`src/verilog/asi_top_unused_placeholder_removed.sv`:
```
`timescale 1ns/1ps
// Purpose: none
// Assumes: none
// Notes: none
```
`src/verilog/asi_pkg.sv`:
```
// Purpose: shared constants and types of the async serial interface
// Assumes: 8-bit register port, 25 MHz system clock
// Notes: offsets are small register indexes on the plain port
package asi_pkg;
  // register indexes
  localparam logic [2:0] ADDR_STATUS = 3'h0;
  localparam logic [2:0] ADDR_DATA = 3'h1;
  localparam logic [2:0] ADDR_BAUD = 3'h2;
  localparam logic [2:0] ADDR_CTLA = 3'h3;
  localparam logic [2:0] ADDR_CTLB = 3'h4;
  // status_reg bit positions
  localparam int ST_TXE = 7;
  localparam int ST_TXDONE = 6;
  localparam int ST_RXFULL = 5;
  localparam int ST_IDLE = 4;
  localparam int ST_OVR = 3;
  localparam int ST_NOISE = 2;
  localparam int ST_FERR = 1;
  localparam logic [7:0] TX_FLAGS = 8'hc0;
  localparam logic [7:0] RX_FLAGS = 8'h3e;
  localparam logic [7:0] FLAG_MASK = 8'hfe;
  // control_a_reg bit positions
  localparam int CA_RX9 = 7;
  localparam int CA_TX9 = 6;
  localparam int CA_WLEN = 4;
  // control_b_reg bit positions
  localparam int CB_TXE_IE = 7;
  localparam int CB_TXD_IE = 6;
  localparam int CB_RXF_IE = 5;
  localparam int CB_IDLE_IE = 4;
  localparam int CB_TXEN = 3;
  localparam int CB_RXEN = 2;
  localparam int CB_BRK = 0;
  localparam logic [7:0] CTLB_MASK = 8'hfd;
  // baud_select_reg fields
  localparam int BR_PR_LSB = 6;
  localparam int BR_TR_LSB = 3;
  localparam int BR_RR_LSB = 0;
  localparam logic [3:0] PRE_1 = 4'h1;
  localparam logic [3:0] PRE_3 = 4'h3;
  localparam logic [3:0] PRE_4 = 4'h4;
  localparam logic [3:0] PRE_13 = 4'hd;
  // reset values
  localparam logic [7:0] STATUS_RST = 8'hc0;
  localparam logic [7:0] CTLA_RST = 8'h00;
  localparam logic [7:0] CTLB_RST = 8'h00;
  localparam logic [7:0] BAUD_RST = 8'h00;
  // timing
  localparam int CLK_PERIOD_NS = 40;
  localparam int CLK_HZ_DEF = 1000000000 / CLK_PERIOD_NS;
  localparam int BAUD_MAX_HZ = 250000;
  localparam int BIT_BASE_DIV = 32;
  localparam int OVS = 16;
  localparam int TICK_BASE = BIT_BASE_DIV / OVS;
  localparam logic [3:0] FRAME_BITS_8 = 4'ha;
  localparam logic [3:0] FRAME_BITS_9 = 4'hb;
  localparam logic [3:0] SMP_A = 4'h7;
  localparam logic [3:0] SMP_B = 4'h8;
  localparam logic [3:0] SMP_C = 4'h9;
  localparam logic [10:0] FRAME_ONES = 11'h7ff;
  // types
  typedef struct packed {
    logic wr;
    logic rd;
    logic [2:0] addr;
    logic [7:0] wdata;
  } asi_bus_s;
  typedef enum logic [3:0] {TX_OFF = 4'b0001, TX_WAIT = 4'b0010, TX_SHIFT = 4'b0100, TX_MARK = 4'b1000} asi_tx_e;
  typedef enum logic [2:0] {RX_OFF = 3'b001, RX_HUNT = 3'b010, RX_BITS = 3'b100} asi_rx_e;
  typedef enum logic [2:0] {K_DATA = 3'b001, K_IDLE = 3'b010, K_BRK = 3'b100} asi_kind_e;
endpackage

```
`src/verilog/asi_top.sv`:
```
// Purpose: full-duplex async serial interface with register port
// Assumes: rx_serial_in synchronous to sys_clk, one-cycle strobes
// Notes: status read data come one cycle after the strobe
`timescale 1ns/1ps

// baud tick at 16 per bit: period 2 * prescale * 2^div cycles
module asi_baud
  import asi_pkg::*;
(
  // clock and reset
  input wire logic sys_clk,
  input wire logic resetn,
  // control
  input wire logic run,
  input wire logic [1:0] pre_code,
  input wire logic [2:0] div_code,
  // tick out
  output logic tick
);
  logic [11:0] cnt_r;
  wire [3:0] pre = (pre_code == 2'h0) ? PRE_1 : (pre_code == 2'h1) ? PRE_3 : (pre_code == 2'h2) ? PRE_4 : PRE_13;
  wire [11:0] lim = (({8'h00, pre} << div_code) * 12'(TICK_BASE)) - 12'h001;
  assign tick = run && (cnt_r == lim);
  // divider counter, held at zero while stopped
  always_ff @(posedge sys_clk) begin
    if (!resetn || !run || tick) cnt_r <= 12'h000;
    else cnt_r <= cnt_r + 12'h001;
  end
endmodule

module asi_top
  import asi_pkg::*;
#(
  parameter int CLK_HZ = CLK_HZ_DEF
)(
  // clock and reset
  input wire logic sys_clk,
  input wire logic resetn,
  // register port
  input wire asi_bus_s bus_req,
  output logic [7:0] rdata,
  // serial pins
  output logic tx_out,
  output logic tx_oe,
  input wire logic rx_serial_in,
  // cpu interrupt
  input wire logic cpu_irq_mask,
  output logic irq
);
  generate
    if (CLK_HZ / BIT_BASE_DIV < BAUD_MAX_HZ) begin : g_bad_clk
      $error("clock too slow for the top baud rate");
    end
  endgenerate

  logic [7:0] fl_r, snap_r, ctlb_r, baud_r, rdata_r, hold_r, rx_hold_r;
  logic wlen_r, tx9_r, rx9_r, te_d_r, hold_v_r, pend_idle_r, brk_sent_r;
  asi_tx_e tx_st_r, tx_st_nxt;
  asi_kind_e kind_r;
  logic [10:0] tx_sh_r;
  logic [3:0] tx_bits_r, tx_sub_r;
  asi_rx_e rx_st_r;
  logic [3:0] rx_sub_r, rx_bit_r;
  logic [8:0] rx_sh_r;
  logic [1:0] smp_r;
  logic noisy_r, rx_prev_r, idle_arm_r;
  logic [7:0] idle_cnt_r;

  // register decode
  wire st_acc = (bus_req.rd || bus_req.wr) && bus_req.addr == ADDR_STATUS;
  wire st_rd = bus_req.rd && bus_req.addr == ADDR_STATUS;
  wire dr_rd = bus_req.rd && bus_req.addr == ADDR_DATA;
  wire dr_wr = bus_req.wr && bus_req.addr == ADDR_DATA;
  wire br_wr = bus_req.wr && bus_req.addr == ADDR_BAUD;
  wire ca_wr = bus_req.wr && bus_req.addr == ADDR_CTLA;
  wire cb_wr = bus_req.wr && bus_req.addr == ADDR_CTLB;
  wire te = ctlb_r[CB_TXEN];
  wire re = ctlb_r[CB_RXEN];
  wire send_break_ctl = ctlb_r[CB_BRK];
  wire te_rise = te && !te_d_r;
  wire [3:0] nbits = wlen_r ? FRAME_BITS_9 : FRAME_BITS_8;
  wire [7:0] idle_len = {nbits, 4'h0};
  wire [7:0] ctla_val = {rx9_r, tx9_r, 1'b0, wlen_r, 4'h0};

  // read mux, unmapped reads give zero
  wire [7:0] rd_mux = (bus_req.addr == ADDR_STATUS) ? fl_r :
                      (bus_req.addr == ADDR_DATA) ? rx_hold_r :
                      (bus_req.addr == ADDR_BAUD) ? baud_r :
                      (bus_req.addr == ADDR_CTLA) ? ctla_val :
                      (bus_req.addr == ADDR_CTLB) ? (ctlb_r & CTLB_MASK) : 8'h00;
  assign rdata = rdata_r;

  // control registers
  always_ff @(posedge sys_clk) begin
    if (!resetn) begin
      ctlb_r <= CTLB_RST;
      baud_r <= BAUD_RST;
      wlen_r <= CTLA_RST[CA_WLEN];
      tx9_r <= CTLA_RST[CA_TX9];
      rdata_r <= 8'h00;
      te_d_r <= 1'b0;
    end else begin
      if (cb_wr) ctlb_r <= bus_req.wdata;
      if (br_wr) baud_r <= bus_req.wdata;
      if (ca_wr) wlen_r <= bus_req.wdata[CA_WLEN];
      if (ca_wr) tx9_r <= bus_req.wdata[CA_TX9];
      rdata_r <= bus_req.rd ? rd_mux : 8'h00;
      te_d_r <= te;
    end
  end

  // transmit baud and bit timing
  logic tx_tick;
  wire tx_run = (tx_st_r == TX_SHIFT) || (tx_st_r == TX_MARK);
  asi_baud u_tx_baud (
    .sys_clk(sys_clk),
    .resetn(resetn),
    .run(tx_run),
    .pre_code(baud_r[BR_PR_LSB +: 2]),
    .div_code(baud_r[BR_TR_LSB +: 3]),
    .tick(tx_tick)
  );
  wire bit_end = tx_tick && tx_sub_r == 4'hf;
  wire frame_end = tx_st_r == TX_SHIFT && bit_end && tx_bits_r == 4'h1;
  wire mark_end = tx_st_r == TX_MARK && bit_end;
  wire free = (tx_st_r == TX_OFF) || (tx_st_r == TX_WAIT) || frame_end || mark_end;

  // next frame choice: idle, break, closing mark, then data
  wire pick_idle = pend_idle_r || te_rise;
  wire pick_brk = !pick_idle && send_break_ctl;
  wire pick_mark = !pick_idle && !send_break_ctl && brk_sent_r;
  wire pick_data = !pick_idle && !send_break_ctl && !brk_sent_r && (hold_v_r || dr_wr);
  wire go_frame = te && free && (pick_idle || pick_brk || pick_data);
  wire go_mark = te && free && pick_mark;
  wire take_data = te && free && pick_data;
  wire direct = take_data && !hold_v_r;
  wire [7:0] byte_src = hold_v_r ? hold_r : bus_req.wdata;
  wire ninth = wlen_r ? tx9_r : 1'b1;
  wire [10:0] data_vec = {1'b1, ninth, byte_src, 1'b0};
  wire [10:0] brk_vec = wlen_r ? 11'h000 : 11'h400;
  wire [10:0] frame_vec = pick_idle ? FRAME_ONES : pick_brk ? brk_vec : data_vec;
  wire asi_kind_e kind_nxt = asi_kind_e'(pick_idle ? K_IDLE : pick_brk ? K_BRK : K_DATA);
  wire hold_v_nxt = te && ((hold_v_r && !take_data) || (dr_wr && !direct));
  wire asi_tx_e launch = asi_tx_e'(!te ? TX_OFF : go_mark ? TX_MARK : go_frame ? TX_SHIFT : TX_WAIT);

  // transmit state
  always_comb begin
    tx_st_nxt = tx_st_r;
    unique case (tx_st_r)
      TX_OFF, TX_WAIT: tx_st_nxt = launch;
      TX_SHIFT: if (frame_end) tx_st_nxt = launch;
      TX_MARK: if (bit_end) tx_st_nxt = launch;
      default: tx_st_nxt = TX_OFF;
    endcase
  end

  // transmit shifter, holding buffer and bookkeeping
  always_ff @(posedge sys_clk) begin
    if (!resetn) begin
      tx_st_r <= TX_OFF;
      tx_sh_r <= FRAME_ONES;
      tx_bits_r <= 4'h0;
      tx_sub_r <= 4'h0;
      kind_r <= K_IDLE;
      hold_r <= 8'h00;
      hold_v_r <= 1'b0;
      pend_idle_r <= 1'b0;
      brk_sent_r <= 1'b0;
    end else begin
      tx_st_r <= tx_st_nxt;
      if (dr_wr && !direct) hold_r <= bus_req.wdata;
      hold_v_r <= hold_v_nxt;
      pend_idle_r <= (pend_idle_r || te_rise) && !(go_frame && pick_idle);
      if (go_frame) brk_sent_r <= pick_brk;
      else if (go_mark) brk_sent_r <= 1'b0;
      if (go_frame || go_mark) tx_sub_r <= 4'h0;
      else if (tx_tick) tx_sub_r <= tx_sub_r + 4'h1;
      if (go_frame) begin
        tx_sh_r <= frame_vec;
        tx_bits_r <= nbits;
        kind_r <= kind_nxt;
      end else if (go_mark || tx_st_r != TX_SHIFT) begin
        tx_sh_r <= FRAME_ONES;
      end else if (bit_end) begin
        tx_sh_r <= {1'b1, tx_sh_r[10:1]};
        tx_bits_r <= tx_bits_r - 4'h1;
      end
    end
  end
  assign tx_out = tx_sh_r[0];
  assign tx_oe = te;

  // receive baud and oversampling
  logic rx_tick;
  asi_baud u_rx_baud (
    .sys_clk(sys_clk),
    .resetn(resetn),
    .run(re),
    .pre_code(baud_r[BR_PR_LSB +: 2]),
    .div_code(baud_r[BR_RR_LSB +: 3]),
    .tick(rx_tick)
  );
  wire start_seen = rx_st_r == RX_HUNT && rx_tick && rx_prev_r && !rx_serial_in;
  wire at_center = rx_st_r == RX_BITS && rx_tick && rx_sub_r == SMP_C;
  wire vote = (smp_r[0] & smp_r[1]) | (smp_r[0] & rx_serial_in) | (smp_r[1] & rx_serial_in);
  wire disagree = !(smp_r[0] == smp_r[1] && smp_r[1] == rx_serial_in);
  wire false_start = at_center && rx_bit_r == 4'h0 && vote;
  wire char_done = at_center && rx_bit_r == (nbits - 4'h1);
  wire idle_hit = rx_st_r == RX_HUNT && rx_tick && rx_serial_in && idle_arm_r &&
                  idle_cnt_r == (idle_len - 8'h01);
  wire [7:0] rx_byte = wlen_r ? rx_sh_r[7:0] : rx_sh_r[8:1];
  wire set_rxf = char_done && !fl_r[ST_RXFULL];
  wire set_ovr = char_done && fl_r[ST_RXFULL];
  wire set_nse = set_rxf && (noisy_r || disagree);
  wire set_fer = set_rxf && !vote;

  // receive state and shifter
  always_ff @(posedge sys_clk) begin
    if (!resetn || !re) begin
      rx_st_r <= asi_rx_e'(re ? RX_HUNT : RX_OFF);
      rx_sub_r <= 4'h0;
      rx_bit_r <= 4'h0;
      rx_sh_r <= 9'h000;
      smp_r <= 2'h0;
      noisy_r <= 1'b0;
      rx_prev_r <= 1'b0;
      idle_cnt_r <= 8'h00;
      idle_arm_r <= 1'b0;
    end else begin
      if (rx_st_r == RX_OFF) rx_st_r <= RX_HUNT;
      if (rx_tick) rx_prev_r <= rx_serial_in;
      if (rx_tick && rx_st_r == RX_HUNT) idle_cnt_r <= (!rx_serial_in || idle_hit) ? 8'h00 : idle_cnt_r + 8'h01;
      if (char_done) idle_arm_r <= 1'b1;
      else if (idle_hit) idle_arm_r <= 1'b0;
      if (start_seen) begin
        rx_st_r <= RX_BITS;
        rx_sub_r <= 4'h1;
        rx_bit_r <= 4'h0;
        noisy_r <= 1'b0;
      end else if (rx_st_r == RX_BITS && rx_tick) begin
        rx_sub_r <= rx_sub_r + 4'h1;
        if (rx_sub_r == SMP_A) smp_r[0] <= rx_serial_in;
        if (rx_sub_r == SMP_B) smp_r[1] <= rx_serial_in;
      end
      if (at_center) begin
        rx_bit_r <= rx_bit_r + 4'h1;
        if (disagree) noisy_r <= 1'b1;
        if (rx_bit_r != 4'h0 && !char_done) rx_sh_r <= {vote, rx_sh_r[8:1]};
        if (false_start || char_done) rx_st_r <= RX_HUNT;
        if (false_start || char_done) idle_cnt_r <= 8'h00;
      end
    end
  end

  // receive holding buffer and ninth bit, untouched on overrun
  always_ff @(posedge sys_clk) begin
    if (!resetn) begin
      rx_hold_r <= 8'h00;
      rx9_r <= CTLA_RST[CA_RX9];
    end else if (set_rxf) begin
      rx_hold_r <= rx_byte;
      if (wlen_r) rx9_r <= rx_sh_r[8];
    end
  end

  // status flags: set wins over the software clear
  wire [7:0] set_v = {take_data, frame_end, set_rxf, idle_hit, set_ovr, set_nse, set_fer, 1'b0};
  wire [7:0] clr_v = ({8{dr_wr}} & snap_r & TX_FLAGS) | ({8{dr_rd}} & snap_r & RX_FLAGS);
  wire [7:0] fl_nxt = (set_v | (fl_r & ~clr_v)) & (re ? FLAG_MASK : (FLAG_MASK & ~RX_FLAGS));
  wire [7:0] snap_nxt = st_acc ? fl_r : dr_wr ? (snap_r & ~TX_FLAGS) : dr_rd ? (snap_r & ~RX_FLAGS) : snap_r;
  always_ff @(posedge sys_clk) begin
    if (!resetn) begin
      fl_r <= STATUS_RST;
      snap_r <= 8'h00;
    end else begin
      fl_r <= fl_nxt;
      snap_r <= snap_nxt;
    end
  end

  // interrupt request, gated by the cpu mask
  wire irq_src = (fl_r[ST_TXE] && ctlb_r[CB_TXE_IE]) || (fl_r[ST_TXDONE] && ctlb_r[CB_TXD_IE]) ||
                 ((fl_r[ST_RXFULL] || fl_r[ST_OVR]) && ctlb_r[CB_RXF_IE]) ||
                 (fl_r[ST_IDLE] && ctlb_r[CB_IDLE_IE]);
  assign irq = irq_src && !cpu_irq_mask;
endmodule

```
`config.mk`:
```
export PLATFORM = sky130hd
export DESIGN_NAME = asi_top
export DESIGN_NICKNAME = d
export VERILOG_FILES = /design/src/verilog/asi_top_unused_placeholder_removed.sv /design/src/verilog/asi_pkg.sv /design/src/verilog/asi_top.sv
export SDC_FILE = /design/constraint.sdc
export NUM_CORES = 1
export LEC_CHECK = 0
export BUFFER_PORTS_ARGS = -buffer_cell sky130_fd_sc_hd__buf_4
export CAP_MARGIN = 20
export CORE_MARGIN = 5
export CORE_UTILIZATION = 55
export CTS_CLUSTER_DIAMETER = 150
export DETAILED_ROUTE_END_ITERATION = 10
export PLACE_DENSITY = 0.75
export SETUP_SLACK_MARGIN = 0.15
export SYNTH_ARGS = -nofsm -noshare
export SYNTH_HDL_FRONTEND = slang
export SYNTH_SLANG_ARGS = --single-unit
```
`constraint.sdc`:
```
create_clock -name sys_clk -period 3.91 [get_ports sys_clk]
set_input_delay 0 -clock sys_clk [delete_from_list [all_inputs] [get_ports sys_clk]]
set_output_delay 0 -clock sys_clk [all_outputs]
set_load 0.02 [all_outputs]
```
==> run summary, run 1 <==
==============================================================================
Cell internal power dissipation                                        2.55 mW
Leakage power figure                                                   3.39 nW
Post-route DRC                                                               0
Worst hold path cell count                                                   3
Slowest stage delay, CP                                                0.54 ns
Type of element launching the critical path                          flip-flop
Required time of the critical path                                     4.26 ns
Number of warning messages in the yosys log                                  0
Placed Cells incl. Taps                                                   1138
Per-cell via count in the routed design                                   6.03
Hold-critical path endpoint                                           rdata[0]
Number of inserted diodes                                                    0
Global placement routability congestion                                  0.867
Class of the most critical setup path                             flip-flop to flip-flop
Worst-Margin Slew                                                     0.878 ns
Largest area contributor in the synthesized netlist               sky130_fd_sc_hd__dfxtp_1
HPWL after detailed placement                                         13100 µm
Clock group share of total power                                         49.8%
Fmax                                                                 0.278 GHz
Count of clock tree sinks                                                  140
Violation count after the first detailed-route iteration                   678
Standard cell with the maximum stage delay on the critical path   sky130_fd_sc_hd__or4_4
Initial antenna violation count                                              0
Clock root buffer master                                          sky130_fd_sc_hd__clkbuf_16
Worst r2r src                                                        baud_r[7]
Deepest clock path buffer count                                              2
Worst-skew pair later-pin latency                                      0.42 ns
Post-Synthesis Mean Instance Area                                     8.30 µm²
Ranking of synthesized cells by area                              sky130_fd_sc_hd__dfxtp_1 35%, sky130_fd_sc_hd__mux2i_1 7.3%, sky130_fd_sc_hd__nor2_1 4.5%
Top cell types by occurrence after synthesis                      140 x sky130_fd_sc_hd__dfxtp_1, 96 x sky130_fd_sc_hd__nor2_1, 88 x sky130_fd_sc_hd__nand2_1, 59 x sky130_fd_sc_hd__mux2i_1, 55 x sky130_fd_sc_hd__a21oi_1
CP Capture Type                                                      flip-flop
Largest net degree at the start of global routing                           91
Endpoints failing hold                                                       0
Final clock skew                                                    0.00772 ns
Routed wire length                                                    19300 µm
Final core occ                                                           63.4%
Share of the synthesized area in the top cell type                       34.7%
Aggregate global-route resource usage                                    22.2%
CP Cell Sequence                                                  nor2b_1 -> or4_4 -> ha_1 -> buf_4 -> or3b_2 -> a21oi_2 -> a211o_1 -> a211oi_2 -> or2_1 -> or4_4 -> or3_1 -> a21oi_1
Syn Inst Count                                                             974
Number of enable flip-flop cells after synthesis                             0
Switching share of power                                                 22.9%
Area of the mapped netlist                                            8090 µm²
Power per Cell Area                                                 360 nW/µm²
Wire length of the first global-routing pass                          32700 µm
Most instantiated flip-flop cell in the synthesis netlist         sky130_fd_sc_hd__dfxtp_1
Number of antenna-violating nets in the routed design                        0
R2r setup slk                                                          0.31 ns
Post-synthesis simple-gate area fraction                                 25.7%
Synthesis-to-layout area growth                                          13.5%
Post-synth ARST share                                                       0%
Die Ht                                                                  131 µm
Number of flip-flops and latches in the synthesized netlist                140
Final setup TNS                                                           0 ns
Library cell appearing most often on the critical path            sky130_fd_sc_hd__or4_4
Startpoint of the most critical hold path                           bus_req[8]
Post-route worst hold slack                                         0.00974 ns
TritonCTS Buffers                                                           17
Final max-slew violation count                                               0
Setup violators final                                                        0
Post-route fraction of the period consumed by the critical path          92.0%
Proportion of layout cells with a drive suffix above 1                   12.0%
Worst-path clk slew                                                    0.06 ns
Via Count                                                                 7125
Most frequently used cell type in the post-synthesis netlist      sky130_fd_sc_hd__dfxtp_1
Share of total power in sequential cells                                 43.7%
Power share of the combinational group                                    6.5%
I/O pin count                                                               28
Worst Reg-to-Reg Cells                                                      12
Number of levels the H-tree was split into                                   4
Max-slew headroom at the worst pin                                       41.0%
Number of port buffers                                                      27
Number of placement rows                                                    44
Peak fanout along the critical path                                          8
Switching power summed over all nets                                  0.756 mW
Filler Cell Count                                                         1177
Overall die area                                                     17200 µm²
Fraction of the mapped netlist area in compound gates                    17.4%
Final critical path time including I/O delays and setup                3.60 ns
Multiplexer share of the synthesized area                                9.53%
Run status                                                        finished clean
Worst Hold Class                                                  primary input to flip-flop
VDD IR max                                                          0.000364 V
Final routed wire length divided by cell count                         16.4 µm
Xor-xnor portion of the synthesized cell area                            4.87%
Total power of the final layout                                        3.31 mW
Gr ovfl total                                                                0
Endpoint of the worst-slack reg-to-reg timing path                idle_cnt_r[3]
Worst endpoint data arrival time                                       3.95 ns
Initial DRT Pass Iterations                                                  5
Area of the placeable core                                           14500 µm²
Setup repair after global routing missed its margin                      false
Adder and majority cell fraction of the synthesized area                 2.57%
# nets final                                                              1019
Distinct cell type count after synthesis                                    76
Max_cap viols                                                                0
Number of global-route vias before repair                                 6602
Post-route non-filler standard cell count                                 1181
Clock tree from TritonCTS                                                built
Initial Util                                                             55.9%
Fraction of the yosys area taken by sequential cells                     34.7%
Width of the chip                                                       131 µm
Combinational family with the most area after synthesis           simple AND/OR/NAND/NOR gates
Net Count, Synth                                                          1006
==============================================================================
## routing by layer
layer	share of wire [%]	vias up	global-route usage, %
met5	0	-	0
met4	1.1	0	5.31
met3	5.3	22	4.47
met2	45	212	33.6
met1	49	3357	32.5
li1	-	3534	-
## flip-flops by register name, indices dropped and copies added, names as in the netlist, 2 cells and up
| name | cells |
|---|---|
| hold_r | 8 |
| tx_bits_r | 4 |
| rx_sh_r | 9 |
| rx_hold_r | 8 |
| baud_r | 8 |
| smp_r | 2 |
| tx_sh_r | 11 |
| rx_st_r | 3 |
| ctlb_r | 7 |
| snap_r | 7 |
| rx_sub_r | 4 |
| rx_bit_r | 4 |
| tx_st_r | 4 |
| u_tx_baud.cnt_r | 12 |
| u_rx_baud.cnt_r | 12 |
| rdata | 8 |
| tx_sub_r | 4 |
| fl_r | 7 |
| idle_cnt_r | 8 |
## per-stage QoR
step	worst slack, ns	instance area, µm²
global placement	0.294	8420
CTS	0.218	9140
detailed placement	0.145	8420
global route	0.0952	9180
floorplan	0.183	8110
finish	0.311	9180
## worst max-delay path: cells and delay by family (launching register included)
kind / cells / cell delay [ns]
and+or+nand+nor: 6 / 2.20
DFF: 1 / 0.33
adders and majority gates: 1 / 0.26
AOI/OAI and AO/OA: 4 / 0.56
buffers and inverters: 1 / 0.17
## cell usage in the layout (no fill, tap or decap), types with 24 or more instances in the layout
master	n
sky130_fd_sc_hd__dfxtp_1	140
sky130_fd_sc_hd__nor2_1	96
sky130_fd_sc_hd__nand2_1	88
sky130_fd_sc_hd__mux2i_1	59
sky130_fd_sc_hd__buf_4	55
sky130_fd_sc_hd__a21oi_1	54
sky130_fd_sc_hd__nor2b_1	39
sky130_fd_sc_hd__nand3_1	32
sky130_fd_sc_hd__o21ai_0	31
sky130_fd_sc_hd__inv_1	29
sky130_fd_sc_hd__xor2_1	24
## worst max-delay path by stage
stage                     startpoint             to  slack [ns]  depth (start not counted)
final                      baud_r[7]  idle_cnt_r[3]        0.31                         12
after global routing       baud_r[7]  idle_cnt_r[3]         0.1                         13
after CTS                  baud_r[7]    rx_bit_r[0]        0.22                         12
after detailed placement   baud_r[7]  idle_cnt_r[7]        0.15                         11
after global placement     baud_r[7]    rx_bit_r[0]        0.29                         12
after floorplan            baud_r[7]  idle_cnt_r[3]        0.18                         18
## power by group through the flow
stage	Combinational (mW)	Clock (mW)	Sequential (mW)
after floorplan	0.148	0	1.47
after global placement	0.201	0	1.48
after detailed placement	0.202	0	1.48
after CTS	0.212	1.66	1.45
after global routing	0.238	1.73	1.45
final	0.216	1.65	1.45
## layout make-up
type                    count  area, µm²  area share (%)
well taps                 184        230            2.51
flip-flops and latches    140       2800            30.5
clock inverters            10        143            1.55
repair buffers             66        524            5.71
clock buffers              19        453            4.93
multi-input cells         732       4910            53.5
inverters                  30        113            1.23
## kinds of logic after synthesis
logic type,Yosys count
buf+inv,102
xor+xnor,45
flops,140
compound gates,199
mux,72
simple gates,399
fa+ha+maj,17
## timing repair
action / in CTS / in global routing
buffers inserted: 3 / 1
gates resized for setup: 0 / 9
endpoints found under the setup margin: 3 / 37
endpoints found under the hold margin: 32 / 0
hold buffers: 10 / 0
pin swaps: 1 / 1
Note: power is estimated with default switching activity, not from simulation.
==> run 2: changes to the inputs <==
--- a/config.mk
+++ b/config.mk
@@ -7,7 +7,6 @@
 export LEC_CHECK = 0
 export BUFFER_PORTS_ARGS = -buffer_cell sky130_fd_sc_hd__buf_4
 export CAP_MARGIN = 20
-export CORE_MARGIN = 5
 export CORE_UTILIZATION = 55
 export CTS_CLUSTER_DIAMETER = 150
 export DETAILED_ROUTE_END_ITERATION = 10
==> run summary, run 2 (synthesized netlist as in run 1, its figures left out) <==
=====================================================================================
Placed inst area                                                             8410 µm²
HPWL after detailed placement                                                13200 µm
Width of the chip                                                              123 µm
Number of antenna-violating nets in the routed design                               0
I/O pin count                                                                      28
Final routed wire length divided by cell count                                16.8 µm
# nets final                                                                     1016
Worst-path clk slew                                                           0.06 ns
Synthesis-to-layout area growth                                                 13.7%
Final core occ                                                                  65.2%
Number of global-route vias before repair                                        6406
Largest registers                                                        u_rx_baud.cnt_r (12), u_tx_baud.cnt_r (12), tx_sh_r (11)
Aggregate global-route resource usage                                           27.0%
Post-route non-filler standard cell count                                        1177
Wire length of the first global-routing pass                                 31900 µm
Final setup TNS                                                                  0 ns
Most frequent standard cell in the layout excluding fill and tap cells   sky130_fd_sc_hd__dfxtp_1
Total power of the final layout                                               3.41 mW
Deepest clock path buffer count                                                     2
Gr ovfl total                                                                       0
Max_cap viols                                                                       0
Fmax                                                                        0.280 GHz
Required time of the critical path                                            4.20 ns
Post-route DRC                                                                      0
Count of clock tree sinks                                                         140
Worst-skew pair later-pin latency                                             0.43 ns
Area taken by multi-input logic gates                                        4910 µm²
Footprint of the flip-flops and latches                                      2800 µm²
Dpl ws                                                                       0.257 ns
Placed Cells incl. Taps                                                          1133
Number of inserted diodes                                                           0
Final critical path time including I/O delays and setup                       3.58 ns
Max-slew headroom at the worst pin                                              44.5%
VDD IR max                                                                 0.000324 V
Power per Cell Area                                                        371 nW/µm²
Overall die area                                                            15200 µm²
Largest net degree at the start of global routing                                  90
Per-cell via count in the routed design                                          6.10
Die Ht                                                                         123 µm
Post-route worst hold slack                                                 0.0631 ns
Routed wire length                                                           19800 µm
Number of placement rows                                                           43
Post-route fraction of the period consumed by the critical path                 91.4%
Setup violators final                                                               0
Filler Cell Count                                                                1237
TritonCTS Buffers                                                                  17
Leakage power figure                                                          3.37 nW
Run status                                                               finished clean
Post-layout worst setup margin                                               0.335 ns
Initial DRT Pass Iterations                                                         5
Leading cell types in the layout, fill and taps excluded                 140 x sky130_fd_sc_hd__dfxtp_1, 96 x sky130_fd_sc_hd__nor2_1, 88 x sky130_fd_sc_hd__nand2_1, 58 x sky130_fd_sc_hd__mux2i_1, 55 x sky130_fd_sc_hd__a21oi_1
Class of the most critical setup path                                    flip-flop to flip-flop
Initial antenna violation count                                                     0
Endpoints failing hold                                                              0
Worst Hold Class                                                         primary input to flip-flop
Setup repair after global routing missed its margin                              true
Clock root buffer master                                                 sky130_fd_sc_hd__clkbuf_16
Final clock skew                                                           0.00822 ns
Initial Util                                                                    57.4%
Global placement routability congestion                                         0.862
Violation count after the first detailed-route iteration                          811
Worst-Margin Slew                                                            0.831 ns
Worst endpoint data arrival time                                              3.87 ns
CP Capture Type                                                             flip-flop
Clock tree from TritonCTS                                                       built
Number of levels the H-tree was split into                                          4
Area of the placeable core                                                  14100 µm²
Final max-slew violation count                                                      0
Via Count                                                                        7184
Type of element launching the critical path                                 flip-flop
Proportion of layout cells with a drive suffix above 1                          11.7%
Peak fanout along the critical path                                                36
Number of port buffers                                                             27
Area of all placed cells without fillers                                     9190 µm²
=====================================================================================
[run 2: path summary, 6_finish.rpt]
kind / start / to / slack (ns) / cells past startpoint
hold / removal: bus_req[9] / rdata[1] / 0.06 / 4
setup / recovery: baud_r[7] / hold_r[0] / 0.33 / 9
setup reg to reg: baud_r[7] / hold_r[0] / 0.33 / 9
hold reg to reg: hold_r[2] / hold_r[2] / 0.46 / 2
[run 2: critical path, stage by stage (launching register included)]
cell                      delay, ns
sky130_fd_sc_hd__dfxtp_1       0.33
sky130_fd_sc_hd__buf_4         0.25
sky130_fd_sc_hd__xnor2_1       0.49
sky130_fd_sc_hd__o32ai_1       0.20
sky130_fd_sc_hd__or4_1         0.54
sky130_fd_sc_hd__a21o_1        0.20
sky130_fd_sc_hd__mux2i_2       0.45
sky130_fd_sc_hd__a41oi_2       0.26
sky130_fd_sc_hd__o31a_1        0.52
sky130_fd_sc_hd__mux2i_1       0.18
[run 2: repair_timing]
action | CTS | global route
setup endpoints to repair | 0 | 61
hold buffers | 11 | 0
gates resized for setup | 0 | 8
hold endpoints to repair | 32 | 0
buffers inserted | 0 | 1
[run 2: final cells by class]
cell class	count	area share, %
Multi-Input combinational cell	732	53.4
Timing Repair Buffer	63	5.48
Inverter	30	1.27
Tap cell	180	2.45
Sequential cell	140	30.5
Clock buffer	20	4.86
Clock inverter	12	2.03
[run 2: routing by layer]
layer	vias up	wire [µm]	track usage, %
met1	3425	9640	38.8
met4	0	211	6.10
met3	17	1090	5.95
met2	214	8810	41.0
li1	3528	-	-
met5	-	0	0
[run 2: where the power goes]
| part | internal [mW] | total [mW] | switching, mW | leakage (nW) |
|---|---|---|---|---|
| clock | 1.09 | 1.74 | 0.647 | 0.303 |
| combinational | 0.0914 | 0.224 | 0.132 | 1.94 |
| sequential | 1.44 | 1.45 | 0.00934 | 1.13 |
==> run 3: changes to the inputs <==
--- a/config.mk
+++ b/config.mk
@@ -5,6 +5,7 @@
 export SDC_FILE = /design/constraint.sdc
 export NUM_CORES = 1
 export LEC_CHECK = 0
+export ABC_AREA = 1
 export BUFFER_PORTS_ARGS = -buffer_cell sky130_fd_sc_hd__buf_4
 export CAP_MARGIN = 20
 export CORE_UTILIZATION = 55
==> run summary, run 3 <==
=====================================================================================
CP Cell Sequence                                                         inv_2 -> nand2_2 -> nand2_1 -> nand4_1 -> ha_1 -> o21ai_0 -> a21oi_1 -> nand2_1 -> nor2_1 -> nand2_1 -> nor2_1 -> nand2_1 -> nor2_1 -> nand3_1 -> nor2_4 -> nand4_2 -> nand2_2 -> nand3_2 -> nand2_4 -> nor2_2 -> inv_4 -> nand3_1 -> nand2_1
Clock root buffer master                                                 sky130_fd_sc_hd__clkbuf_16
Number of flip-flops and latches in the synthesized netlist                       140
Number of placement rows                                                           43
Routed wire length                                                           19200 µm
Power share of the combinational group                                           8.8%
Share of total power in sequential cells                                        43.4%
Worst-skew pair later-pin latency                                             0.42 ns
# nets final                                                                     1236
Required time of the critical path                                            4.27 ns
Number of port buffers                                                             27
Endpoint of the worst-slack reg-to-reg timing path                         tx_sh_r[9]
Number of global-route vias before repair                                        6721
Aggregate global-route resource usage                                           27.0%
Deepest clock path buffer count                                                     2
Final clock skew                                                            0.0103 ns
HPWL after detailed placement                                                13500 µm
Area taken by multi-input logic gates                                        4340 µm²
Net Count, Synth                                                                 1197
Dpl ws                                                                       0.325 ns
Synthesis-to-layout area growth                                                 14.2%
Class of the most critical setup path                                    flip-flop to flip-flop
Number of warning messages in the yosys log                                         0
Power per Cell Area                                                        375 nW/µm²
Fmax                                                                        0.293 GHz
Per-cell via count in the routed design                                          5.35
VDD IR max                                                                 0.000340 V
R2r setup slk                                                                 0.49 ns
Post-layout worst setup margin                                               0.494 ns
Number of enable flip-flop cells after synthesis                                    0
Worst Reg-to-Reg Cells                                                             23
Footprint of the flip-flops and latches                                      2800 µm²
Max_cap viols                                                                       0
Worst r2r src                                                               baud_r[7]
Worst-Margin Slew                                                            0.896 ns
Width of the chip                                                              121 µm
Most frequent standard cell in the layout excluding fill and tap cells   sky130_fd_sc_hd__nand2_1
Post-route DRC                                                                      0
Clock group share of total power                                                47.8%
CP Capture Type                                                             flip-flop
Fraction of the yosys area taken by sequential cells                            35.8%
Final max-slew violation count                                                      0
Number of antenna-violating nets in the routed design                               0
Setup violators final                                                               0
Worst-path clk slew                                                           0.06 ns
Area of the mapped netlist                                                   7830 µm²
Area of the placeable core                                                  13900 µm²
Violation count after the first detailed-route iteration                          611
Syn Inst Count                                                                   1165
Post-Synthesis Mean Instance Area                                            6.72 µm²
Endpoints failing hold                                                              0
Share of the synthesized area in the top cell type                              35.8%
Distinct cell type count after synthesis                                           49
Worst hold path cell count                                                          2
Final core occ                                                                  64.4%
Leading cell types in the layout, fill and taps excluded                 269 x sky130_fd_sc_hd__nand2_1, 139 x sky130_fd_sc_hd__nor2_1, 139 x sky130_fd_sc_hd__dfxtp_1, 125 x sky130_fd_sc_hd__inv_1, 92 x sky130_fd_sc_hd__a21oi_1
Largest area contributor in the synthesized netlist                      sky130_fd_sc_hd__dfxtp_1
Initial Util                                                                    56.4%
Hold-critical path endpoint                                               tx_sh_r[10]
Number of levels the H-tree was split into                                          4
Ranking of synthesized cells by area                                     sky130_fd_sc_hd__dfxtp_1 36%, sky130_fd_sc_hd__nand2_1 13%, sky130_fd_sc_hd__nor2_1 6.7%
I/O pin count                                                                      28
Library cell appearing most often on the critical path                   sky130_fd_sc_hd__nand2_1
Top cell types by occurrence after synthesis                             270 x sky130_fd_sc_hd__nand2_1, 140 x sky130_fd_sc_hd__dfxtp_1, 140 x sky130_fd_sc_hd__nor2_1, 125 x sky130_fd_sc_hd__inv_1, 92 x sky130_fd_sc_hd__a21oi_1
Run status                                                               finished clean
Leakage power figure                                                          3.67 nW
Slowest stage delay, CP                                                       0.42 ns
Initial antenna violation count                                                     0
Post-route worst hold slack                                                 0.0195 ns
Via Count                                                                        7475
Overall die area                                                            14700 µm²
Final critical path time including I/O delays and setup                       3.42 ns
Proportion of layout cells with a drive suffix above 1                          11.4%
Count of clock tree sinks                                                         140
Filler Cell Count                                                                1249
Worst endpoint data arrival time                                              3.78 ns
Largest registers                                                        u_rx_baud.cnt_r (12), u_tx_baud.cnt_r (12), tx_sh_r (11)
Largest net degree at the start of global routing                                  46
Number of inserted diodes                                                           0
Post-synth ARST share                                                              0%
Most instantiated flip-flop cell in the synthesis netlist                sky130_fd_sc_hd__dfxtp_1
Global placement routability congestion                                         0.874
Peak fanout along the critical path                                                12
Standard cell with the maximum stage delay on the critical path          sky130_fd_sc_hd__dfxtp_1
Type of element launching the critical path                                 flip-flop
Final setup TNS                                                                  0 ns
TritonCTS Buffers                                                                  17
Gr ovfl total                                                                       0
Most frequently used cell type in the post-synthesis netlist             sky130_fd_sc_hd__nand2_1
Startpoint of the most critical hold path                                      resetn
Cell internal power dissipation                                               2.50 mW
Worst Hold Class                                                         primary input to flip-flop
Final routed wire length divided by cell count                                13.8 µm
Setup repair after global routing missed its margin                              true
Post-route fraction of the period consumed by the critical path                 87.4%
Clock tree from TritonCTS                                                       built
Initial DRT Pass Iterations                                                         7
Max-slew headroom at the worst pin                                              39.7%
Switching share of power                                                        25.3%
Wire length of the first global-routing pass                                 31700 µm
Die Ht                                                                         121 µm
Switching power summed over all nets                                         0.847 mW
=====================================================================================
[run 3: worst max path at each step]
stage | startpoint | endpoint | slack [ns] | cells after the start
6_report | baud_r[7] | tx_sh_r[9] | 0.49 | 23
4_1_cts | baud_r[6] | tx_sh_r[9] | 0.25 | 24
3_5_place_dp | baud_r[6] | tx_sh_r[9] | 0.32 | 24
3_3_place_gp | baud_r[6] | tx_sh_r[1] | 0.44 | 24
5_1_grt | baud_r[7] | rx_sh_r[0] | 0.14 | 21
2_1_floorplan | baud_r[6] | tx_sh_r[10] | 0.98 | 23
[run 3: cell type report]
class / instances / share of cell area [%]
clock buffer: 20 / 5.00
multi-input combinational: 849 / 48.6
clock inverter: 12 / 1.53
timing repair buffer: 55 / 4.95
sequential: 140 / 31.4
inverter: 141 / 6.06
tap: 180 / 2.52
[run 3: power by group through the flow]
stage               registers (mW)  clock network, mW  logic, mW
floorplan                     1.48                  0      0.209
global placement              1.49                  0      0.273
detailed placement            1.49                  0      0.277
CTS                           1.46               1.61      0.288
global route                  1.46               1.68      0.329
finish                        1.46               1.60      0.295
[run 3: stage by stage]
stage,cell area (µm²),power (mW),std cells
after detailed placement,8160,1.76,1347
after CTS,8870,3.36,1391
after global routing,8940,3.47,1397
final,8940,3.35,1397
after floorplan,7830,1.69,1165
after global placement,8160,1.76,1347
[run 3: critical path, delay by kind of cell (launching register included)]
family / cells / cell delay [ns]
DFF: 1 / 0.42
adders and majority gates: 1 / 0.35
and+or+nand+nor: 18 / 2.05
buffers and inverters: 2 / 0.29
AOI/OAI and AO/OA: 2 / 0.23
[run 3: cell families after synthesis]
family          count (synthesis)  share of synthesized area [%]
compound gates                183                           12.7
xor+xnor                       34                           3.80
buf+inv                       176                           8.97
simple gates                  609                           35.3
mux                             8                           1.02
fa+ha+maj                      15                           2.40
flops                         140                           35.8
[run 3: routing by layer]
layer  up-vias  wire (µm)  GRT usage [%]
li1       3885          -              -
met1      3378       9020           36.3
met2       189       9000           44.1
met3        23        919           4.89
met4         0        291           7.56
met5         -          0              0
[run 3: timing repair]
action,CTS,global route
setup endpoints to repair,0,48
hold buffers,12,0
buffers inserted,0,6
endpoints found under the hold margin,30,0
gates resized for setup,0,10
